$ cat config.mk
export PLATFORM = sky130hd
export DESIGN_NAME = purs_sequencer
export DESIGN_NICKNAME = d
export VERILOG_FILES = /design/src/logic/purs_pkg.sv /design/src/logic/purs_sequencer.sv
export SDC_FILE = /design/constraint.sdc
export NUM_CORES = 1
export LEC_CHECK = 0
export BUFFER_PORTS_ARGS = -buffer_cell sky130_fd_sc_hd__buf_2
export CORE_UTILIZATION = 32
export DETAILED_ROUTE_END_ITERATION = 8
export MAX_ROUTING_LAYER = met4
export REMOVE_ABC_BUFFERS = 1
export SETUP_SLACK_MARGIN = 0.2
export SLEW_MARGIN = 20
export SYNTH_ARGS = -nofsm -noshare
export SYNTH_HDL_FRONTEND = slang
export SYNTH_SLANG_ARGS = --single-unit
$ cat constraint.sdc
create_clock -name ref_clk -period 2.7 [get_ports ref_clk]
set_clock_uncertainty 0.15 [all_clocks]
set_input_delay 0.54 -clock ref_clk [delete_from_list [all_inputs] [get_ports ref_clk]]
set_output_delay 0.54 -clock ref_clk [all_outputs]
set_load 0.02 [all_outputs]
$ cat src/logic/purs_pkg.sv
// Constants, field layouts and types for the power-up reset sequencer
package purs_pkg;

  // ----------------------------------------------------------------
  // Timing
  // ----------------------------------------------------------------
  localparam int REF_CLK_HZ = 100_000_000;
  localparam int REF_CLK_NS = 1_000_000_000 / REF_CLK_HZ;
  localparam int POWER_UP_DELAY_TIMER_TIME_MS = 72;
  localparam int RC_TICK_NS = 1000;
  localparam int RC_DIV_CYCLES = RC_TICK_NS / REF_CLK_NS;
  localparam int POWER_UP_DELAY_TIMER_TICKS = POWER_UP_DELAY_TIMER_TIME_MS * 1_000_000 / RC_TICK_NS;
  localparam int OST_CYCLES = 1024;
  localparam int POR_PULSE_CYCLES = 16;
  localparam int CNT_W = 24;

  // ----------------------------------------------------------------
  // Register indices; byte address is four times the index
  // ----------------------------------------------------------------
  localparam logic [7:0] IDX_PCL = 8'h02;
  localparam logic [7:0] IDX_STATUS = 8'h03;
  localparam logic [7:0] IDX_PC_UPPER_LATCH = 8'h0A;
  localparam logic [7:0] IDX_INTCTL = 8'h0B;
  localparam logic [7:0] IDX_OPTION = 8'h81;
  localparam logic [7:0] IDX_DIRA = 8'h85;
  localparam logic [7:0] IDX_DIRB = 8'h86;
  localparam logic [7:0] IDX_PFLAGS = 8'h8E;
  localparam logic [7:0] IDX_SEQ_STAT = 8'h90;

  // ----------------------------------------------------------------
  // Reset values and field positions
  // ----------------------------------------------------------------
  localparam logic [7:0] OPTION_RST = 8'hFF;
  localparam logic [4:0] DIRA_RST = 5'h1F;
  localparam logic [7:0] DIRB_RST = 8'hFF;
  localparam logic [7:0] PCL_RST = 8'h00;
  localparam logic [4:0] PC_UPPER_LATCH_RST = 5'h00;
  localparam int ST_TO_BIT = 4;
  localparam int ST_PD_BIT = 3;
  localparam int PF_POR_BIT = 1;
  localparam int GIE_BIT = 7;
  localparam logic [12:0] PC_RESET_VEC = 13'h0000;
  localparam logic [12:0] PC_IRQ_VEC = 13'h0004;

  // ----------------------------------------------------------------
  // Types
  // ----------------------------------------------------------------
  typedef enum logic [1:0] {
    PURS_OSC_LP = 2'b00,
    PURS_OSC_XT = 2'b01,
    PURS_OSC_HS = 2'b10,
    PURS_OSC_RC = 2'b11
  } purs_osc_t;

  typedef enum logic [2:0] {
    SQ_POR = 3'b000,
    SQ_POWER_UP_DELAY_TIMER = 3'b001,
    SQ_OST = 3'b010,
    SQ_READY = 3'b011,
    SQ_SLEEP = 3'b100
  } purs_state_t;

  typedef enum logic [2:0] {
    CAUSE_NONE = 3'b000,
    CAUSE_POR = 3'b001,
    CAUSE_MASTER_CLEAR_PIN_N_RUN = 3'b010,
    CAUSE_MASTER_CLEAR_PIN_N_SLEEP = 3'b011,
    CAUSE_WDT_RST = 3'b100,
    CAUSE_WDT_WAKE = 3'b101,
    CAUSE_IRQ_WAKE = 3'b110
  } purs_cause_t;

endpackage

$ cat src/logic/purs_sequencer.sv
// Power-up reset sequencer with reset-cause registers on Avalon-MM
//
// Our own choice: register access over Avalon-MM.
`timescale 1ns/100ps
`default_nettype none

module purs_sequencer
  import purs_pkg::*;
#(
  parameter int POWER_UP_DELAY_TIMER_TICK_COUNT = POWER_UP_DELAY_TIMER_TICKS,
  parameter int OST_COUNT = OST_CYCLES
) (
  input wire logic ref_clk,
  input wire logic rst_b,
  input wire logic vdd_above_thresh,
  input wire logic master_clear_pin_n,
  input wire logic osc_input_pin,
  input wire logic osc_select_cfg_hi,
  input wire logic osc_select_cfg_lo,
  input wire logic power_delay_cfg_n,
  input wire logic sleep_enter,
  input wire logic wdt_timeout,
  input wire logic irq_wake,
  input wire logic [7:0] irq_wake_flags,
  input wire logic [12:0] pc_current,
  input wire logic instr_done,
  input wire logic [9:0] avs_address,
  input wire logic avs_read,
  input wire logic avs_write,
  input wire logic [31:0] avs_writedata,
  output logic [31:0] avs_readdata,
  output logic avs_waitrequest,
  output logic core_reset_n,
  output logic pc_load,
  output logic [12:0] pc_load_addr
);

  // ----------------------------------------------------------------
  // Declarations
  // ----------------------------------------------------------------
  purs_state_t state_r;
  purs_cause_t cause_r;
  purs_osc_t osc_mode;
  logic vdd_prev_r;
  logic osc_prev_r;
  logic [CNT_W-1:0] cnt_r;
  logic [7:0] rc_div_r;
  logic rc_tick;
  logic osc_rise;
  logic crystal;
  logic por_evt;
  logic ev_master_clear_pin_n_run, ev_master_clear_pin_n_sleep, ev_wdt_rst, ev_wdt_wake, ev_irq_wake;
  logic reset_any, wake_any;
  logic core_reset_n_r;
  logic wake_pend_r, wake_irq_r, vec_pend_r, resume_go;
  logic pc_load_r;
  logic [12:0] pc_load_addr_r;
  logic [12:0] pc_next;
  logic [7:0] status_r, intctl_r, option_r, dirb_r, pcl_r;
  logic [4:0] dira_r, pc_upper_latch_r;
  logic pf_por_r;
  logic ack_r;
  logic [31:0] readdata_r;
  logic [7:0] reg_idx;
  logic wr_en;

  // ----------------------------------------------------------------
  // Register index helpers
  // ----------------------------------------------------------------
  // Write decode shared by every register process
  function automatic logic wr_hit(input logic [7:0] idx,
                                  input logic [7:0] want);
    wr_hit = (idx == want);
  endfunction

  // Read mux; unmapped and out-of-scope indices read zero
  function automatic logic [7:0] reg_read(input logic [7:0] idx);
    if (idx == IDX_PCL) begin
      reg_read = pcl_r;
    end else if (idx == IDX_STATUS) begin
      reg_read = status_r;
    end else if (idx == IDX_PC_UPPER_LATCH) begin
      reg_read = {3'h0, pc_upper_latch_r};
    end else if (idx == IDX_INTCTL) begin
      reg_read = intctl_r;
    end else if (idx == IDX_OPTION) begin
      reg_read = option_r;
    end else if (idx == IDX_DIRA) begin
      reg_read = {3'h0, dira_r};
    end else if (idx == IDX_DIRB) begin
      reg_read = dirb_r;
    end else if (idx == IDX_PFLAGS) begin
      reg_read = {6'h00, pf_por_r, 1'b0};
    end else if (idx == IDX_SEQ_STAT) begin
      reg_read = {cause_r, state_r, wake_pend_r, core_reset_n_r};
    end else begin
      reg_read = 8'h00;
    end
  endfunction

  // ----------------------------------------------------------------
  // Edge detection and mode decode
  // ----------------------------------------------------------------
  // Input samples for supply and oscillator edges
  always_ff @(posedge ref_clk or negedge rst_b) begin
    if (!rst_b) begin
      vdd_prev_r <= 1'b0;
      osc_prev_r <= 1'b0;
    end else begin
      vdd_prev_r <= vdd_above_thresh;
      osc_prev_r <= osc_input_pin;
    end
  end

  // Only a rise fires; a falling supply is ignored
  assign por_evt = vdd_above_thresh & ~vdd_prev_r;
  assign osc_rise = osc_input_pin & ~osc_prev_r;
  assign osc_mode = purs_osc_t'({osc_select_cfg_hi, osc_select_cfg_lo});
  assign crystal = (osc_mode != PURS_OSC_RC);

  // ----------------------------------------------------------------
  // Reset-cause events, power-on first
  // ----------------------------------------------------------------
  assign ev_master_clear_pin_n_run = ~por_evt & ~master_clear_pin_n &
                       (state_r != SQ_SLEEP);
  assign ev_master_clear_pin_n_sleep = ~por_evt & ~master_clear_pin_n &
                         (state_r == SQ_SLEEP);
  assign ev_wdt_rst = ~por_evt & master_clear_pin_n & wdt_timeout &
                      (state_r == SQ_READY);
  assign ev_wdt_wake = ~por_evt & master_clear_pin_n & wdt_timeout &
                       (state_r == SQ_SLEEP);
  assign ev_irq_wake = ~por_evt & master_clear_pin_n & ~wdt_timeout &
                       irq_wake & (state_r == SQ_SLEEP);
  assign reset_any = por_evt | ev_master_clear_pin_n_run | ev_master_clear_pin_n_sleep | ev_wdt_rst;
  assign wake_any = ev_wdt_wake | ev_irq_wake;

  // ----------------------------------------------------------------
  // Internal RC tick divider
  // ----------------------------------------------------------------
  // Stands in for the slow RC clock as a one-cycle enable
  always_ff @(posedge ref_clk or negedge rst_b) begin
    if (!rst_b) begin
      rc_div_r <= 8'h00;
    end else if (state_r != SQ_POWER_UP_DELAY_TIMER || rc_tick) begin
      rc_div_r <= 8'h00;
    end else begin
      rc_div_r <= rc_div_r + 8'h01;
    end
  end

  assign rc_tick = (rc_div_r == 8'(RC_DIV_CYCLES - 1));

  // ----------------------------------------------------------------
  // Time-out sequencer
  // ----------------------------------------------------------------
  // Runs from the power-on pulse whatever the master clear pin does
  always_ff @(posedge ref_clk or negedge rst_b) begin
    if (!rst_b) begin
      state_r <= SQ_POR;
      cnt_r <= '0;
    end else if (por_evt) begin
      state_r <= SQ_POR;
      cnt_r <= '0;
    end else begin
      case (state_r)
        SQ_POR: begin
          if (cnt_r == CNT_W'(POR_PULSE_CYCLES - 1)) begin
            cnt_r <= '0;
            if (!power_delay_cfg_n) begin
              state_r <= SQ_POWER_UP_DELAY_TIMER;
            end else if (crystal) begin
              state_r <= SQ_OST;
            end else begin
              state_r <= SQ_READY;
            end
          end else begin
            cnt_r <= cnt_r + 1'b1;
          end
        end
        SQ_POWER_UP_DELAY_TIMER: begin
          if (rc_tick) begin
            if (cnt_r == CNT_W'(POWER_UP_DELAY_TIMER_TICK_COUNT - 1)) begin
              cnt_r <= '0;
              state_r <= crystal ? SQ_OST : SQ_READY;
            end else begin
              cnt_r <= cnt_r + 1'b1;
            end
          end
        end
        SQ_OST: begin
          if (osc_rise) begin
            if (cnt_r == CNT_W'(OST_COUNT - 1)) begin
              cnt_r <= '0;
              state_r <= SQ_READY;
            end else begin
              cnt_r <= cnt_r + 1'b1;
            end
          end
        end
        SQ_READY: begin
          if (master_clear_pin_n && !wdt_timeout && sleep_enter) begin
            state_r <= SQ_SLEEP;
          end
        end
        SQ_SLEEP: begin
          cnt_r <= '0;
          if (ev_master_clear_pin_n_sleep) begin
            state_r <= SQ_READY;
          end else if (wake_any) begin
            state_r <= crystal ? SQ_OST : SQ_READY;
          end
        end
        default: begin
          state_r <= SQ_POR;
          cnt_r <= '0;
        end
      endcase
    end
  end

  // ----------------------------------------------------------------
  // Core reset output
  // ----------------------------------------------------------------
  // Registered so the core never sees a glitch from the event decode
  always_ff @(posedge ref_clk or negedge rst_b) begin
    if (!rst_b) begin
      core_reset_n_r <= 1'b0;
    end else begin
      core_reset_n_r <= master_clear_pin_n & ~por_evt & ~ev_wdt_rst &
                        (state_r == SQ_READY || state_r == SQ_SLEEP);
    end
  end

  assign core_reset_n = core_reset_n_r;

  // ----------------------------------------------------------------
  // Last reset cause, visible in the sequencer status register
  // ----------------------------------------------------------------
  always_ff @(posedge ref_clk or negedge rst_b) begin
    if (!rst_b) begin
      cause_r <= CAUSE_NONE;
    end else if (por_evt) begin
      cause_r <= CAUSE_POR;
    end else if (ev_master_clear_pin_n_sleep) begin
      cause_r <= CAUSE_MASTER_CLEAR_PIN_N_SLEEP;
    end else if (ev_master_clear_pin_n_run) begin
      cause_r <= CAUSE_MASTER_CLEAR_PIN_N_RUN;
    end else if (ev_wdt_rst) begin
      cause_r <= CAUSE_WDT_RST;
    end else if (ev_wdt_wake) begin
      cause_r <= CAUSE_WDT_WAKE;
    end else if (ev_irq_wake) begin
      cause_r <= CAUSE_IRQ_WAKE;
    end
  end

  // ----------------------------------------------------------------
  // Wake-up bookkeeping and program counter loads
  // ----------------------------------------------------------------
  // In crystal modes resume waits for the settle count, so the core
  // restarts on a stable clock; resistor-cap mode resumes at once
  always_ff @(posedge ref_clk or negedge rst_b) begin
    if (!rst_b) begin
      wake_pend_r <= 1'b0;
      wake_irq_r <= 1'b0;
    end else if (reset_any) begin
      wake_pend_r <= 1'b0;
      wake_irq_r <= 1'b0;
    end else if (wake_any) begin
      wake_pend_r <= 1'b1;
      wake_irq_r <= ev_irq_wake;
    end else if (resume_go) begin
      wake_pend_r <= 1'b0;
    end
  end

  assign resume_go = wake_pend_r & (state_r == SQ_READY);
  assign pc_next = pc_current + 13'h0001;

  // Vector is taken only after the instruction at PC+1 retires
  always_ff @(posedge ref_clk or negedge rst_b) begin
    if (!rst_b) begin
      vec_pend_r <= 1'b0;
    end else if (reset_any) begin
      vec_pend_r <= 1'b0;
    end else if (resume_go) begin
      vec_pend_r <= wake_irq_r & intctl_r[GIE_BIT];
    end else if (instr_done) begin
      vec_pend_r <= 1'b0;
    end
  end

  always_ff @(posedge ref_clk or negedge rst_b) begin
    if (!rst_b) begin
      pc_load_r <= 1'b0;
      pc_load_addr_r <= PC_RESET_VEC;
    end else if (reset_any) begin
      pc_load_r <= 1'b1;
      pc_load_addr_r <= PC_RESET_VEC;
    end else if (resume_go) begin
      pc_load_r <= 1'b1;
      pc_load_addr_r <= pc_next;
    end else if (vec_pend_r && instr_done) begin
      pc_load_r <= 1'b1;
      pc_load_addr_r <= PC_IRQ_VEC;
    end else begin
      pc_load_r <= 1'b0;
    end
  end

  assign pc_load = pc_load_r;
  assign pc_load_addr = pc_load_addr_r;

  // ----------------------------------------------------------------
  // Avalon-MM slave: one wait state on every access
  // ----------------------------------------------------------------
  assign reg_idx = avs_address[9:2];
  assign avs_waitrequest = (avs_read | avs_write) & ~ack_r;
  assign wr_en = avs_write & ack_r;

  always_ff @(posedge ref_clk or negedge rst_b) begin
    if (!rst_b) begin
      ack_r <= 1'b0;
    end else begin
      ack_r <= (avs_read | avs_write) & ~ack_r;
    end
  end

  // Read data captured early so it stands at the completing edge
  always_ff @(posedge ref_clk or negedge rst_b) begin
    if (!rst_b) begin
      readdata_r <= 32'h0000_0000;
    end else if (avs_read && !ack_r) begin
      readdata_r <= {24'h00_0000, reg_read(reg_idx)};
    end
  end

  assign avs_readdata = readdata_r;

  // ----------------------------------------------------------------
  // Core status: cause loads win over a software write
  // ----------------------------------------------------------------
  // Timeout and power-down bits are read-only to software
  always_ff @(posedge ref_clk or negedge rst_b) begin
    if (!rst_b) begin
      status_r <= 8'h18;
    end else if (por_evt) begin
      status_r[7:3] <= 5'b00011;
    end else if (ev_master_clear_pin_n_sleep) begin
      status_r[7:3] <= 5'b00010;
    end else if (ev_master_clear_pin_n_run) begin
      status_r[7:5] <= 3'b000;
    end else if (ev_wdt_rst) begin
      status_r[7:4] <= 4'b0000;
    end else if (ev_wdt_wake) begin
      status_r[ST_TO_BIT] <= 1'b0;
      status_r[ST_PD_BIT] <= 1'b0;
    end else if (ev_irq_wake) begin
      status_r[ST_TO_BIT] <= 1'b1;
      status_r[ST_PD_BIT] <= 1'b0;
    end else if (wr_en && wr_hit(reg_idx, IDX_STATUS)) begin
      status_r[7:5] <= avs_writedata[7:5];
      status_r[2:0] <= avs_writedata[2:0];
    end
  end

  // ----------------------------------------------------------------
  // Power flags: power-on clears, software writes either value
  // ----------------------------------------------------------------
  always_ff @(posedge ref_clk or negedge rst_b) begin
    if (!rst_b) begin
      pf_por_r <= 1'b0;
    end else if (por_evt) begin
      pf_por_r <= 1'b0;
    end else if (wr_en && wr_hit(reg_idx, IDX_PFLAGS)) begin
      pf_por_r <= avs_writedata[PF_POR_BIT];
    end
  end

  // ----------------------------------------------------------------
  // Interrupt control: bits 7:1 cleared on reset, wake flag merged on interrupt wake
  // ----------------------------------------------------------------
  always_ff @(posedge ref_clk or negedge rst_b) begin
    if (!rst_b) begin
      intctl_r <= 8'h00;
    end else if (reset_any) begin
      intctl_r[7:1] <= 7'h00;
    end else if (ev_irq_wake) begin
      intctl_r <= intctl_r | irq_wake_flags;
    end else if (wr_en && wr_hit(reg_idx, IDX_INTCTL)) begin
      intctl_r <= avs_writedata[7:0];
    end
  end

  // ----------------------------------------------------------------
  // Option and direction registers
  // ----------------------------------------------------------------
  always_ff @(posedge ref_clk or negedge rst_b) begin
    if (!rst_b) begin
      option_r <= OPTION_RST;
      dira_r <= DIRA_RST;
      dirb_r <= DIRB_RST;
    end else if (reset_any) begin
      option_r <= OPTION_RST;
      dira_r <= DIRA_RST;
      dirb_r <= DIRB_RST;
    end else if (wr_en) begin
      if (wr_hit(reg_idx, IDX_OPTION)) begin
        option_r <= avs_writedata[7:0];
      end else if (wr_hit(reg_idx, IDX_DIRA)) begin
        dira_r <= avs_writedata[4:0];
      end else if (wr_hit(reg_idx, IDX_DIRB)) begin
        dirb_r <= avs_writedata[7:0];
      end
    end
  end

  // ----------------------------------------------------------------
  // Program counter low byte and upper latch
  // ----------------------------------------------------------------
  // Wake-up leaves the upper latch alone; low byte tracks PC+1
  always_ff @(posedge ref_clk or negedge rst_b) begin
    if (!rst_b) begin
      pcl_r <= PCL_RST;
      pc_upper_latch_r <= PC_UPPER_LATCH_RST;
    end else if (reset_any) begin
      pcl_r <= PCL_RST;
      pc_upper_latch_r <= PC_UPPER_LATCH_RST;
    end else if (resume_go) begin
      pcl_r <= pc_next[7:0];
    end else if (wr_en) begin
      if (wr_hit(reg_idx, IDX_PCL)) begin
        pcl_r <= avs_writedata[7:0];
      end else if (wr_hit(reg_idx, IDX_PC_UPPER_LATCH)) begin
        pc_upper_latch_r <= avs_writedata[4:0];
      end
    end
  end

endmodule

`default_nettype wire

==> results by group, run 1 <==
Pwr
  – Internal power: 3.90 mW
  – Leak Pwr: 3.48 nW
  – Clock share of power: 43.0%
  – Switch share: 31.5%
  – Logic pwr share: 20.1%
  – Power, Total: 5.69 mW
  – Maximum vdd drop: 0.448 mV
  – Power per Cell Area: 697 nW/um^2
  – Sequential power share: 36.9%
  – P_sw: 1.79 mW

Clock network
  – CTS tree: yes
  – Clock tree buffer depth: 2
  – CTS sink cnt: 118
  – Post-CTS setup buffers: 0
  – Max H-tree Level: 4
  – Clock latency on the worst-skew pair: 0.42 ns
  – Clock transition at the registers of the reported paths: 0.06 ns
  – CTS buffer count: 17
  – Clock root buffer: clkbuf_16

Route
  – 1st-pass router iterations: 5
  – Residual DRC: 0
  – Wire length per cell: 17.6 um
  – Vias: 5920
  – Antenna viol nets, final: 0
  – Number of DRC markers in iteration 0: 475
  – Wirelength, routed: 19.2 mm
  – Vias/cell: 5.41

Floorplan
  – Placeable core area: 20400 sq um
  – Num rows: 52
  – Die width: 147 um
  – Die area: 21600 sq um
  – Die Ht: 147 um
  – Initial core utilization: 33.0%
  – Num ports: 125

Placement
  – Pre-CTS setup slack: 0.143 ns
  – Final GP Congestion: 0.876
  – Placed Area: 7480 sq um
  – DP Cell Count: 1060
  – Post-DP HPWL: 13.5 mm
  – IO buf count: 74

Worst hold path
  – Hold depth: 1
  – Hold Startpoint: osc_input_pin
  – Hold endpoint: osc_prev_r
  – Worst Hold Class: input pin to register

Synthesis
  – Synth unique cells: 75
  – Yosys reg bits: 118
  – Yosys warns: 0
  – Post-synth EDFFs: 0
  – Post-Synthesis Cells: 721
  – Sequential share of the synthesized area: 44.3%
  – Ys flop type: dfrtp_1
  – Mean Syn Cell Area: 9.34 sq um
  – Async set-or-reset flop fraction in the synthesized netlist: 100%
  – Synth Cell Area: 6740 sq um

STA
  – Maximum achievable frequency: 418 MHz
  – Slew Limit Fails: 0
  – Worst-margin pin slew: 0.969 ns
  – # setup viols final: 0
  – RSZ-0062 raised after global routing: no
  – Post-route setup slack: 0.308 ns
  – Final Hold Fails: 0
  – Tmin final: 2.39 ns
  – Slew HR: 35.3%
  – Tcrit/Tclk final: 88.6%

Global routing
  – Overall routing resource usage: 18.7%
  – Initial antenna violation count: 0
  – Global-route wire length before repair: 30.6 mm
  – Largest net degree at the start of global routing: 49
  – Vias in the first global route: 5603
  – GRT overflow: 0

Flow run
  – Max-cap violations: 0

Setup path
  – Critical Path RT: 2.86 ns
  – R2R Setup Slk: 0.31 ns
  – Setup Crit Path Kind: register to register
  – Worst setup EP type: register
  – CP Max Fanout: 15
  – R2r worst-path depth: 4
  – Worst reg2reg startpoint: state_r[1]
  – Worst EP arrival: 2.56 ns
  – Startpoint Class: register
  – RR Endpoint: pcl_r[6]

Status
  – Outcome: complete, no violations

Final layout
  – Synthesis-to-finish area growth: 21.2%
  – Commonest non-fill, non-tap cell in the layout: dfrtp_1
  – Commonest cells after routing, fill and taps aside: dfrtp_1 (94), nand2_1 (78), buf_2 (73)
  – Layout Nets: 892
  – Diode count: 0
  – Filler cell count: 2081
  – Post-Layout Cell Count: 1095
  – Fraction of layout cells with a size suffix above 1: 24.0%
  – Fin area: 8170 sq um
==> power by group through the flow <==
stage	Clock (mW)	Sequential [mW]	Combinational, mW
6_report	2.45	2.10	1.14
5_1_grt	2.56	2.12	1.26
4_1_cts	2.48	2.09	1.12
3_5_place_dp	0	2.12	1.10
3_3_place_gp	0	2.12	1.09
2_1_floorplan	0	2.12	0.637
==> cell families (layout without fill, tap and decap cells) <==
kind of cell               after synthesis  count (layout)  share of synthesized area [%]
and+or+nand+nor                        302             302                           23.8
AOI/OAI and AO/OA                      162             164                           17.7
DFF                                    118             118                           44.3
buffers and inverters                   88             167                           6.87
muxes                                   29              29                           4.42
xor gates and xnor gates                18              18                           2.34
adders and majority gates                3               3                          0.557
other                                    1              24                         0.0557
==> Yosys cell counts, types with 4 or more instances <==
library cell	instances	share of area (%)
xor2_1	7	0.91
nor2_1	53	3.0
or3_1	14	1.3
inv_1	23	1.3
nor4_1	8	0.74
nand4_1	13	1.2
dfrtp_1	95	35
nand2_1	78	4.3
and3_1	19	1.8
buf_2	15	1.1
nor3_1	15	1.1
a222oi_1	9	1.3
nand3_1	46	3.4
buf_1	4	0.22
xnor2_1	11	1.4
a22oi_1	4	0.45
a211oi_1	11	1.2
o211ai_1	5	0.56
a21o_1	5	0.56
mux2_2	6	1.0
a21oi_1	23	1.7
a31oi_1	4	0.37
a32oi_1	5	0.65
dfstp_2	23	9.0
a22o_1	7	0.91
o21ai_0	44	3.3
nor3b_1	4	0.45
and4_1	5	0.65
clkbuf_1	18	1.0
o31ai_1	4	0.45
nor2b_1	5	0.46
mux2i_1	23	3.4
buf_4	24	2.7
nand2b_1	10	0.93
and2_1	6	0.56
o2bb2ai_1	6	0.78
==> registers in the layout, indices dropped and copies added (netlist names), 3 cells and up <==
register,cells
intctl_r,8
status_r,8
cause_r,3
dira_r,5
pcl_r,8
avs_readdata,8
cnt_r,24
pc_upper_latch_r,5
option_r,8
state_r,3
dirb_r,8
pc_load_addr,13
rc_div_r,8
==> worst max-delay path, stage by stage (launching register included) <==
cell and delay (ns):
dfrtp_1 0.48, nor2b_1 0.22, and3_1 0.24, a211oi_2 0.76
mux2_2 0.42
==> cell type report <==
cell class | count | area, sq um | share of cell area (%)
tap | 270 | 338 | 4.14
multi-input combinational | 540 | 3430 | 42.1
sequential | 118 | 2980 | 36.5
timing repair buffer | 112 | 698 | 8.55
clock buffer | 18 | 429 | 5.26
inverter | 23 | 86.3 | 1.06
clock inverter | 14 | 198 | 2.42
==> worst max-delay path by stage <==
stage	start	slack (ns)	endpoint	cells after the start
floorplan	avs_address[7]	-0.62	status_r[0]	4
global placement	avs_address[4]	0.17	pcl_r[6]	5
detailed placement	avs_address[4]	0.14	pcl_r[6]	5
CTS	cnt_r[0]	0.22	cnt_r[19]	6
global route	state_r[1]	0.20	pcl_r[6]	4
finish	state_r[1]	0.31	pcl_r[6]	4
==> through the flow <==
step           util [%]  hold slack, ns  TNS (ns)
3_3_place_gp       36.6           0.306         0
6_report           40.0          0.0822         0
4_1_cts            39.8          0.0670         0
2_1_floorplan         -          0.0944    -14.26
3_5_place_dp       36.6           0.315         0
5_1_grt            40.0          0.0777         0
==> layer usage <==
metal / up-vias / wire (um) / track usage (%)
met5: - / 0 / -
li1: 2802 / - / -
met1: 2874 / 9200 / 25.7
met2: 215 / 8550 / 27.3
met3: 29 / 1120 / 3.57
met4: 0 / 372 / 6.60
==> timing repair <==
item                       CTS  global route
hold endpoints to repair    36             0
gates cloned                 1             1
setup endpoints to repair   12            15
hold buffers                 1             0
pin swaps                    1             3
resized for setup            2             4
No activity file was read; power rests on OpenSTA's default activity.
==> inputs of run 2 (changes only) <==
- CORE_UTILIZATION: 32 -> 39
==> results by group, run 2 (synthesized netlist as in run 1, its figures left out) <==
Status
  – Outcome: complete, no violations

Final layout
  – Post-Layout Cell Count: 1036 (-5.4%)
  – Reg area: 2980 sq um (unchanged)
  – Fin area: 8010 sq um (-2.0%)
  – Commonest cells after routing, fill and taps aside: dfrtp_1 (94), nand2_1 (78), buf_2 (73)
  – Largest Register: cnt_r
  – Fraction of layout cells with a size suffix above 1: 23.4% (-0.56 points)
  – Max reg flops: 24 (unchanged)
  – Filler cell count: 1607 (-23%)
  – Layout Nets: 882 (-1.1%)
  – Synthesis-to-finish area growth: 18.9%
  – Commonest non-fill, non-tap cell in the layout: dfrtp_1
  – Multi-input combinational cell area: 3450 sq um (+0.51%)
  – Layout Utilization: 47.9% (+8.0 points)

Route
  – Wire length per cell: 18.3 um (+3.9%)
  – Vias: 5952 (+0.54%)
  – Antenna viol nets, final: 0 (unchanged)
  – Wirelength, routed: 18.9 mm (-1.7%)
  – Residual DRC: 0 (unchanged)
  – Vias/cell: 5.75 (+6.3%)
  – Number of DRC markers in iteration 0: 480 (+1.1%)
  – 1st-pass router iterations: 5 (unchanged)

Global routing
  – GRT overflow: 0 (unchanged)
  – Largest net degree at the start of global routing: 43 (-12%)
  – Overall routing resource usage: 22.7% (+4.1 points)
  – Global-route wire length before repair: 30.3 mm (-1.0%)
  – Initial antenna violation count: 1 (+1)
  – Vias in the first global route: 5769 (+3.0%)

Floorplan
  – Die width: 133 um (-9.3%)
  – Num ports: 125 (unchanged)
  – Initial core utilization: 40.3% (+7.4 points)
  – Placeable core area: 16700 sq um (-18%)
  – Num rows: 47 (-9.6%)
  – Die Ht: 133 um (-9.3%)
  – Die area: 17800 sq um (-18%)

STA
  – RSZ-0062 raised after global routing: yes
  – Tmin final: 2.39 ns (-0.00633 ns)
  – Worst-margin pin slew: 0.705 ns (-0.264 ns)
  – Maximum achievable frequency: 419 MHz (+0.27%)
  – Slew Limit Fails: 0 (unchanged)
  – Slew HR: 52.7% (+17 points)
  – Worst hold slack: 0.0974 ns (+0.0151 ns)
  – Final Hold Fails: 0 (unchanged)
  – # setup viols final: 0 (unchanged)
  – Tcrit/Tclk final: 88.4% (-0.23 points)

Setup path
  – Worst reg2reg startpoint: cnt_r[0]
  – Worst setup EP type: register
  – RR Endpoint: cnt_r[6]
  – Crit-path leading delay family: compound AO/OA/AOI/OAI gates
  – Worst EP arrival: 2.54 ns (-0.02 ns)
  – R2r worst-path depth: 6 (+2)
  – Worst path max stage delay: 0.51 ns (-0.25 ns)
  – Startpoint Class: register
  – Critical Path RT: 2.85 ns (about the same)
  – R2R Setup Slk: 0.31 ns (about the same)
  – CP max-delay cell: a2111o_2
  – Setup Crit Path Kind: register to register
  – CP Buf/Inv Count: 0 (unchanged)
  – CP Max Fanout: 10 (-5)
  – Cell-by-cell trace of the critical path: ha_1 -> nand3_1 -> or4_4 -> a2111o_2 -> a41oi_1 -> o22ai_1

Worst hold path
  – Hold depth: 1 (unchanged)
  – Hold Startpoint: osc_input_pin
  – Worst Hold Class: input pin to register
  – Hold endpoint: osc_prev_r

Placement
  – Final GP Congestion: 0.924 (+5.4%)
  – Post-DP HPWL: 13.7 mm (+1.4%)
  – IO buf count: 74 (unchanged)
  – Placed Area: 7360 sq um (-1.6%)
  – DP Cell Count: 1001 (-5.6%)

Clock network
  – Clock root buffer: clkbuf_16
  – CTS buffer count: 17 (unchanged)
  – Clock transition at the registers of the reported paths: 0.06 ns (about the same)
  – CTS tree: yes
  – CTS sink cnt: 118 (unchanged)
  – Clock latency on the worst-skew pair: 0.43 ns (about the same)
  – Post-CTS setup buffers: 0 (unchanged)
  – Clock tree buffer depth: 2 (unchanged)
  – Max H-tree Level: 4 (unchanged)

Pwr
  – Power, Total: 5.44 mW (-4.5%)
  – Leak Pwr: 3.41 nW (-2.0%)
  – Maximum vdd drop: 0.498 mV (+11%)
  – Power per Cell Area: 679 nW/um^2 (-2.6%)

Flow run
  – Max-cap violations: 0 (unchanged)
==> run 2: worst max path at each step <==
stage                        start  slack (ns)     endpoint  depth (start not counted)
global placement    avs_address[5]        0.12     pcl_r[6]                          5
CTS                       cnt_r[0]        0.21     cnt_r[6]                          6
detailed placement  avs_address[5]        0.04     pcl_r[6]                          5
finish                    cnt_r[0]        0.31     cnt_r[6]                          6
floorplan           avs_address[7]       -0.62  status_r[0]                          4
global route            state_r[0]        0.17    cnt_r[22]                          5
==> run 2: area by class of cell <==
| class | instances | area share, % |
|---|---|---|
| Clock buffer | 19 | 5.53 |
| Tap cell | 220 | 3.44 |
| Timing Repair Buffer | 103 | 8.03 |
| Sequential cell | 118 | 37.3 |
| Antenna cell | 1 | 0.0313 |
| Multi-Input combinational cell | 539 | 43.1 |
| Inverter | 23 | 1.08 |
| Clock inverter | 13 | 1.52 |
==> run 2: repair_timing <==
item                       CTS  global route
hold buffers                 1             0
pin swaps                    1             2
hold endpoints to repair    35             0
setup endpoints to repair   16            31
gates cloned                 1             0
gates resized for setup      3             8
==> run 2: where the power goes <==
| group | total (mW) | internal [mW] | switching, mW | leakage (nW) |
|---|---|---|---|---|
| registers | 2.12 | 1.92 | 0.195 | 1.51 |
| clock network | 2.17 | 1.30 | 0.873 | 0.263 |
| logic | 1.15 | 0.434 | 0.717 | 1.64 |
| total | 5.44 | 3.65 | 1.78 | 3.41 |
==> run 2: per-layer routing <==
| layer | wire length, um | share of wire, % | vias up | track usage (%) |
|---|---|---|---|---|
| met5 | 0 | 0 | - | - |
| met4 | 336 | 1.8 | 0 | 8.65 |
| met2 | 8910 | 47 | 212 | 35.1 |
| met1 | 8410 | 44 | 2940 | 29.0 |
| li1 | - | - | 2772 | - |
| met3 | 1260 | 6.7 | 28 | 5.25 |
==> run 2: per-stage QoR <==
step,worst slack [ns],TNS (ns)
finish,0.314,0
global route,0.167,0
CTS,0.210,0
detailed placement,0.0354,0
global placement,0.116,0
floorplan,-0.617,-14.26
